--- src/verilog/watchdog_params.svh ---
// constants of the watchdog timer block: offsets, fields, reset values
// assumes an Avalon-MM slave with a 4-bit byte address
`ifndef WATCHDOG_PARAMS_SVH
`define WATCHDOG_PARAMS_SVH

// register byte offsets
`define WD_CTRL_OFFSET      4'h0
`define WD_STATUS_OFFSET    4'h4

// control register fields
`define WD_SOFT_EN_BIT      0
`define WD_PERIOD_LSB       1
`define WD_PERIOD_MSB       5
`define WD_CTRL_WIDTH       8

// status register fields
`define WD_STAT_RESET_FLAG  0
`define WD_STAT_EXPIRY_N    1
`define WD_STAT_SLEEP_N     2
`define WD_STAT_ACTIVE      3
`define WD_STAT_ASLEEP      4

// reset values
`define WD_PERIOD_RESET     5'h0b
`define WD_SOFT_EN_RESET    1'b0

// period coding
`define WD_PERIOD_MAX       5'h12
`define WD_PERIOD_MIN       5'h00
`define WD_MIN_SHIFT        5'h05
`define WD_COUNT_WIDTH      23

// configuration mode codes
`define WD_MODE_OFF         2'h0
`define WD_MODE_SOFT        2'h1
`define WD_MODE_AWAKE       2'h2
`define WD_MODE_ALWAYS      2'h3

`endif

--- src/verilog/watchdog_pkg.sv ---
// types of the watchdog timer block
// assumes watchdog_params.svh is on the include path
package watchdog_pkg;
  `include "watchdog_params.svh"

  typedef enum logic [1:0]
  {
    AWAKE    = 2'h0,
    ASLEEP   = 2'h1,
    OST_HOLD = 2'h3
  } sleep_state_t;

  typedef struct packed
  {
    logic [4:0]                 periodSelect;
    logic                       softEnable;
    sleep_state_t               sleepState;
    logic [2:0]                 lfSync;
    logic                       lfLevel;
    logic [`WD_COUNT_WIDTH-1:0] count;
    logic                       expiryFlagN;
    logic                       sleepFlagN;
    logic                       resetFlag;
    logic                       wdReset;
    logic                       wakeReq;
    logic                       ack;
    logic [31:0]                readData;
  } state_t;
endpackage

--- src/verilog/watchdog_timer_control.sv ---
// watchdog timer: prescaled count of the low-frequency oscillator, reset or wake on expiry
// assumes core, clock system and reset logic run on sys_clk; oscillator arrives as a pin
//
// Behaviour
// - period select code n gives prescale 2^(n+5), codes 0 to 18.
// - after reset period select is 01011 and soft enable reads zero.
// - reserved period codes 10011 to 11111 act as minimum 1:32 interval.
// - count clears on reset, clear, sleep entry/exit, osc fail, disable, startup timer.
// - sleep entry clears count; enabled watchdog resumes counting from zero.
// - sleep exit clears count; crystal clocks hold it clear until startup timer ends.
// - expiry in sleep wakes the device, no reset, and updates both status flags.
// - a watchdog reset flag records every watchdog expiry for software.
// - oscillator divider changes leave the count untouched.
// - mode 01 uses soft enable; modes 00 and 1x ignore it.
// - time base is the low-frequency oscillator, not the system clock.
// - control bits 7-6 read zero, period at bits 5-1, enable at bit 0.
// - expiry while awake issues a device reset.
// - mode 11 always on, 10 awake only, 01 software, 00 off.
`timescale 1ns/1ps

module watchdog_timer_control
  import watchdog_pkg::*;
(
  // clock and reset
  input  wire logic        sys_clk,
  input  wire logic        rst,
  input  wire logic        powerOnReset,
  // avalon-mm slave
  input  wire logic [3:0]  avs_address,
  input  wire logic        avs_read,
  input  wire logic        avs_write,
  input  wire logic [3:0]  avs_byteenable,
  input  wire logic [31:0] avs_writedata,
  output logic      [31:0] avs_readdata,
  output logic             avs_waitrequest,
  // oscillator pin
  input  wire logic        lowFreqOscillator,
  // configuration word
  input  wire logic [1:0]  watchdogModeConfig,
  // processor core events
  input  wire logic        clearInstruction,
  input  wire logic        sleepEnter,
  input  wire logic        sleepExit,
  // clock system
  input  wire logic        oscFail,
  input  wire logic        startupHoldTimer,
  input  wire logic        crystalClock,
  // reset and status logic
  output logic             watchdogReset,
  output logic             wakeRequest,
  output logic             expiryFlagN,
  output logic             sleepFlagN,
  output logic             watchdogResetFlag
);
  import watchdog_pkg::*;

  state_t s;
  state_t next_s;

  // expiry limit of the prescaled count
  function automatic logic [`WD_COUNT_WIDTH-1:0] periodLimit(input logic [4:0] code);
    logic [4:0] shift;
    shift = `WD_MIN_SHIFT;
    if (code <= `WD_PERIOD_MAX)
    begin
      shift = code + `WD_MIN_SHIFT;
    end
    else
    begin
      shift = `WD_PERIOD_MIN + `WD_MIN_SHIFT;
    end
    periodLimit = (`WD_COUNT_WIDTH'(1) << shift) - `WD_COUNT_WIDTH'(1);
  endfunction

  // register read decode
  function automatic logic [31:0] readReg(input logic [3:0] addr, input state_t st,
                                          input logic act);
    readReg = 32'h0;
    if (addr == `WD_CTRL_OFFSET)
    begin
      readReg[`WD_PERIOD_MSB:`WD_PERIOD_LSB] = st.periodSelect;
      readReg[`WD_SOFT_EN_BIT]               = st.softEnable;
    end
    else if (addr == `WD_STATUS_OFFSET)
    begin
      readReg[`WD_STAT_RESET_FLAG] = st.resetFlag;
      readReg[`WD_STAT_EXPIRY_N]   = st.expiryFlagN;
      readReg[`WD_STAT_SLEEP_N]    = st.sleepFlagN;
      readReg[`WD_STAT_ACTIVE]     = act;
      readReg[`WD_STAT_ASLEEP]     = (st.sleepState == ASLEEP);
    end
  endfunction

  logic                       busReq;
  logic                       writeTaken;
  logic                       asleep;
  logic                       active;
  logic                       tick;
  logic                       clearCount;
  logic                       expire;
  logic [`WD_COUNT_WIDTH-1:0] limit;

  always_comb
  begin
    next_s = s;
    next_s.wdReset = 1'b0;
    next_s.wakeReq = 1'b0;

    // bus handshake: one wait cycle per access
    busReq     = avs_read | avs_write;
    writeTaken = avs_write & s.ack;
    next_s.ack = busReq & ~s.ack;

    asleep = (s.sleepState == ASLEEP);

    // operating mode
    case (watchdogModeConfig)
      `WD_MODE_ALWAYS: active = 1'b1;
      `WD_MODE_AWAKE:  active = ~asleep;
      `WD_MODE_SOFT:   active = s.softEnable;
      default:         active = 1'b0;
    endcase

    // oscillator pin, three flops, filtered level
    next_s.lfSync = {s.lfSync[1:0], lowFreqOscillator};
    if (s.lfSync[1] == s.lfSync[2])
    begin
      next_s.lfLevel = s.lfSync[2];
    end
    tick = next_s.lfLevel & ~s.lfLevel;

    // clear conditions; divider settings are not among them
    clearCount = clearInstruction | sleepEnter | sleepExit | oscFail
                 | ~active | startupHoldTimer
                 | (s.sleepState == OST_HOLD);

    limit  = periodLimit(s.periodSelect);
    expire = active & ~clearCount & tick & (s.count == limit);

    // prescaled count; clears win over ticks in the same cycle
    if (clearCount | expire)
    begin
      next_s.count = '0;
    end
    else if (tick)
    begin
      next_s.count = s.count + `WD_COUNT_WIDTH'(1);
    end

    // register read data, captured in the wait cycle
    if (busReq & ~s.ack)
    begin
      next_s.readData = readReg(avs_address, s, active);
    end

    // control register write
    if (writeTaken && avs_address == `WD_CTRL_OFFSET && avs_byteenable[0])
    begin
      next_s.periodSelect = avs_writedata[`WD_PERIOD_MSB:`WD_PERIOD_LSB];
      next_s.softEnable   = avs_writedata[`WD_SOFT_EN_BIT];
    end

    // status write: one clears the reset flag
    if (writeTaken && avs_address == `WD_STATUS_OFFSET && avs_byteenable[0]
        && avs_writedata[`WD_STAT_RESET_FLAG])
    begin
      next_s.resetFlag = 1'b0;
    end

    // core events on the status flags
    if (clearInstruction)
    begin
      next_s.expiryFlagN = 1'b1;
      next_s.sleepFlagN  = 1'b1;
    end

    // sleep state machine
    case (s.sleepState)
      AWAKE:
      begin
        if (sleepEnter)
        begin
          next_s.sleepState  = ASLEEP;
          next_s.expiryFlagN = 1'b1;
          next_s.sleepFlagN  = 1'b0;
        end
      end
      ASLEEP:
      begin
        if (sleepExit | expire)
        begin
          next_s.sleepState = crystalClock ? OST_HOLD : AWAKE;
        end
      end
      OST_HOLD:
      begin
        if (~startupHoldTimer)
        begin
          next_s.sleepState = AWAKE;
        end
      end
      default:
      begin
        next_s.sleepState = AWAKE;
      end
    endcase

    // expiry: wake while asleep, reset while awake
    if (expire)
    begin
      next_s.expiryFlagN = 1'b0;
      next_s.resetFlag   = 1'b1;
      if (asleep)
      begin
        next_s.wakeReq    = 1'b1;
        next_s.sleepFlagN = 1'b0;
      end
      else
      begin
        next_s.wdReset = 1'b1;
      end
    end

    // synchronous reset; status flags survive all but power-on
    if (rst)
    begin
      next_s.periodSelect = `WD_PERIOD_RESET;
      next_s.softEnable   = `WD_SOFT_EN_RESET;
      next_s.sleepState   = AWAKE;
      next_s.lfSync       = 3'h0;
      next_s.lfLevel      = 1'b0;
      next_s.count        = '0;
      next_s.wdReset      = 1'b0;
      next_s.wakeReq      = 1'b0;
      next_s.ack          = 1'b0;
      next_s.readData     = 32'h0;
      if (powerOnReset)
      begin
        next_s.expiryFlagN = 1'b1;
        next_s.sleepFlagN  = 1'b1;
        next_s.resetFlag   = 1'b0;
      end
    end
  end

  always_ff @(posedge sys_clk)
  begin
    s <= next_s;
  end

  // outputs
  assign avs_waitrequest   = busReq & ~s.ack;
  assign avs_readdata      = s.readData;
  assign watchdogReset     = s.wdReset;
  assign wakeRequest       = s.wakeReq;
  assign expiryFlagN       = s.expiryFlagN;
  assign sleepFlagN        = s.sleepFlagN;
  assign watchdogResetFlag = s.resetFlag;

endmodule // watchdog_timer_control
--- config.mk ---
export PLATFORM = sky130hd
export DESIGN_NAME = watchdog_timer_control
export DESIGN_NICKNAME = d
export VERILOG_FILES = /design/src/verilog/watchdog_pkg.sv /design/src/verilog/watchdog_timer_control.sv
export VERILOG_INCLUDE_DIRS = /design/src /design/src/verilog
export SDC_FILE = /design/constraint.sdc
export NUM_CORES = 1
export LEC_CHECK = 0
export ABC_AREA = 1
export BUFFER_PORTS_ARGS = -buffer_cell sky130_fd_sc_hd__buf_2
export CAP_MARGIN = 20
export CORE_UTILIZATION = 50
export CTS_CLUSTER_SIZE = 12
export DETAILED_ROUTE_END_ITERATION = 16
export PLACE_DENSITY = 0.88
export SLEW_MARGIN = 20
export SYNTH_ARGS = -nofsm -noshare
export SYNTH_HDL_FRONTEND = slang
export SYNTH_SLANG_ARGS = --single-unit
--- constraint.sdc ---
create_clock -name sys_clk -period 3 [get_ports sys_clk]
set_input_delay 0.6 -clock sys_clk [delete_from_list [all_inputs] [get_ports sys_clk]]
set_output_delay 0.6 -clock sys_clk [all_outputs]
set_load 0.05 [all_outputs]
==> qor.json <==
{
  "outcome": {"value": "complete, but fails checks"},
  "violations": {"value": "setup timing"},
  "grt_usage": {"value": 0.2613},
  "slew_violations": {"value": 0},
  "design_power_total": {"value": 1.346, "unit": "mW"},
  "timing.final.setup_violations": {"value": 25},
  "detailedPlacementHpwl": {"value": 8.603, "unit": "mm"},
  "dpl.cell_count": {"value": 815},
  "hold_path_class": {"value": "flip-flop to flip-flop"},
  "pwrdens": {"value": 275.4, "unit": "nW/um^2"},
  "worst_setup_path_end_kind": {"value": "flip-flop"},
  "final_layout_size_suffix_gt1_frac": {"value": 0.2736},
  "core_area": {"value": 7727, "unit": "um^2"},
  "grt_max_degree": {"value": 23},
  "die_y": {"value": 91.32, "unit": "um"},
  "clock-root-buffer": {"value": "clkbuf_8"},
  "clock_sink_count": {"value": 47},
  "drt_drc_violations_left": {"value": 0},
  "netlist.area_leader.share": {"value": 0.2359},
  "synth.cell_area": {"value": 3989, "unit": "um^2"},
  "critical_path_data_arrival_time": {"value": 3.28, "unit": "ns"},
  "ys.warnings.count": {"value": 0},
  "dpl_cell_area": {"value": 4451, "unit": "um^2"},
  "clk-insertion-delay-late": {"value": 0.31, "unit": "ns"},
  "fp.dieArea": {"value": 8338, "unit": "um^2"},
  "cts.htree.levels": {"value": 2},
  "drt_pass1_iterations": {"value": 5},
  "final_hold_viol_count": {"value": 0},
  "syn_inst": {"value": 645},
  "rsz_0062_raised_after_global_routing": {"value": "true"},
  "cts.path.max_buffers": {"value": 2},
  "maxCapViolations": {"value": 0},
  "synth.ff_latch_count": {"value": 47},
  "timing.max_slew.rel_slack": {"value": 0.6152},
  "clk_transition_reported_paths": {"value": 0.10, "unit": "ns"},
  "grt_pass1_wl": {"value": 17.62, "unit": "mm"},
  "io_buffers": {"value": 36},
  "synthesis.area_per_instance": {"value": 6.184, "unit": "um^2"},
  "cts-buffers-inserted": {"value": 5},
  "final_wirelength": {"value": 11.14, "unit": "mm"},
  "initial_core_util": {"value": 0.5162},
  "finalNetCount": {"value": 788},
  "antenna_violating_nets_post_route": {"value": 0},
  "hold_fix_buffers_cts": {"value": 0},
  "clock-skew-final": {"value": 0.01429, "unit": "ns"},
  "post-synth-top-area-cell": {"value": "dfxtp_1"},
  "fin_ws": {"value": -0.04640, "unit": "ns"},
  "grt_pass1_vias": {"value": 3904},
  "final_replace_weighted_congestion": {"value": 0.9757},
  "number_of_non_filler_instances_in_the_completed_layout": {"value": 833},
  "floorplan.die.width": {"value": 91.32, "unit": "um"},
  "yosys.cell_types.count": {"value": 40},
  "design_area": {"value": 4887, "unit": "um^2"},
  "diode_insertion_count_for_antenna_repair": {"value": 0},
  "cts_tree": {"value": "yes"},
  "fmax": {"value": 328.3, "unit": "MHz"},
  "boundaryPins": {"value": 92},
  "wl_per_cell": {"value": 13.37, "unit": "um"},
  "period_share": {"value": 1.015},
  "fp-row-count": {"value": 32},
  "area_growth_syn_to_layout": {"value": 22.52, "unit": "%"},
  "layout_common_cells": {"value": "137 x nand2_1, 90 x nor2_1, 73 x inv_1"},
  "async_flop_share": {"value": 0},
  "min_period": {"value": 3.046, "unit": "ns"},
  "worstSetupStartpointType": {"value": "flip-flop"},
  "crit_type": {"value": "flip-flop to flip-flop"},
  "power.static_leakage": {"value": 2.379, "unit": "nW"},
  "worst-slew-pin-transition": {"value": 0.5729, "unit": "ns"},
  "vdd_drop_max": {"value": 0.1882, "unit": "mV"},
  "via_per_inst": {"value": 5.208},
  "number_of_antenna_violations_at_the_first_check_in_global_routing": {"value": 0},
  "layout_commonest_cell": {"value": "nand2_1"},
  "first_iter_violations": {"value": 311},
  "synth_edf_count": {"value": 0},
  "ys_top_cells_by_area": {"value": "dfxtp_1 24%, nand2_1 14%, nor2_1 10%"},
  "synthFlopType": {"value": "dfxtp_1"},
  "worstPathRequired": {"value": 3.23, "unit": "ns"},
  "num_vias": {"value": 4338},
  "final_core_utilization": {"value": 0.6324},
  "yosysSeqAreaShare": {"value": 0.2359},
  "global_route.overflow_total": {"value": 0},
  "critical_path_peak_fanout": {"value": 4}
}
## area by class of cell
type	count	area, um^2
fillers	686	2840
multi-input cells	502	2796
flip-flops and latches	47	949.7
repair buffers	92	611.8
inverters	82	310.3
well taps	102	127.6
clock buffers	5	68.82
clock inverters	3	22.52
## worst max-delay path, cell delays in order (launching register included)
cell and delay, ns:
dfxtp_4 0.38, ha_4 0.17, inv_1 0.07, nand2_2 0.09
nand2_2 0.09, nand2_2 0.07, o21ai_4 0.18, nand2_2 0.11
ha_4 0.28, xor2_1 0.16, nand4_1 0.12, nor2_2 0.18
nand3_2 0.11, nor2_1 0.09, nand3_1 0.08, nor2_1 0.09
nand3_1 0.08, nor2_2 0.16, nand2_2 0.13, buf_4 0.17
nor3_1 0.12
## what timing repair did
item,CTS,global route
gates resized for setup,12,62
gates cloned,1,0
endpoints found under the setup margin,30,30
pin swaps,7,24
setup buffers,3,6
## per-layer routing
metal	GRT usage	part of all wire	wire, um
met4	0.1151	0.043	476
met5	0	0	0
met2	0.4501	0.48	5380
met1	0.3256	0.43	4747
met3	0.03266	0.048	534
## worst paths after layout
| kind | startpoint | to | slack (ns) | cells after the start |
|---|---|---|---|---|
| hold / removal | s[62]$_SDFF_PP0_ | s[63]$_SDFF_PP0_ | 0.41 | 2 |
| hold reg to reg | s[62]$_SDFF_PP0_ | s[63]$_SDFF_PP0_ | 0.41 | 2 |
| setup / recovery | s[68]$_SDFFE_PP1P_ | wakeRequest$_SDFF_PP0_ | -0.05 | 20 |
| setup reg to reg | s[68]$_SDFFE_PP1P_ | wakeRequest$_SDFF_PP0_ | -0.05 | 20 |
## synth_stat cells, types with 2 or more instances
cell type	count
inv_2	5
nor3_1	16
nor2_1	107
nand2_1	151
o21ai_0	14
nand4_1	15
dfxtp_1	47
nand3_1	51
a21oi_1	15
ha_1	4
a21boi_0	2
or2_2	3
buf_4	33
o221ai_1	4
xor2_1	36
a21oi_2	5
nand3b_1	4
o21ai_1	4
nor4_1	2
buf_6	3
a31o_2	2
nand2_4	3
xnor2_1	2
clkbuf_1	4
nor2_4	5
nand2_2	10
a31oi_1	2
nor2_2	9
inv_1	76
## state kept, by name (all words and copies together), names as in the netlist
signal	count
avs_readdata	6
expiryFlagN	1
s	36
sleepFlagN	1
wakeRequest	1
watchdogReset	1
watchdogResetFlag	1
## logic make-up (layout without fill, tap and decap cells)
family / count (synthesis) / in the layout / synth area share
AND/OR/NAND/NOR: 379 / 380 / 0.4263
buffers and inverters: 122 / 182 / 0.1515
AO/OA/AOI/OAI: 53 / 53 / 0.08532
flip-flops: 47 / 47 / 0.2359
XOR/XNOR: 39 / 39 / 0.08752
adder cells (fa/ha/maj): 4 / 4 / 0.01255
other: 1 / 26 / 0.0009401
## where the power goes
part           switching (mW)  total, mW  internal [mW]
Clock                   0.242      0.409          0.168
Combinational           0.210      0.286         0.0759
Sequential             0.0128      0.651          0.638
Total                   0.464       1.35          0.882
## per-stage QoR
| stage | hold WS (ns) | setup slack [ns] | TNS, ns |
|---|---|---|---|
| after floorplan | 0.3883 | 0.02813 | 0 |
| after global placement | 0.3911 | -0.1481 | -3.294 |
| after detailed placement | 0.4027 | -0.2023 | -4.678 |
| after CTS | 0.4166 | 0.004445 | 0 |
| after global routing | 0.4407 | -0.2026 | -4.893 |
| final | 0.4122 | -0.04640 | -0.4394 |
(Power assumes the default switching activity.)
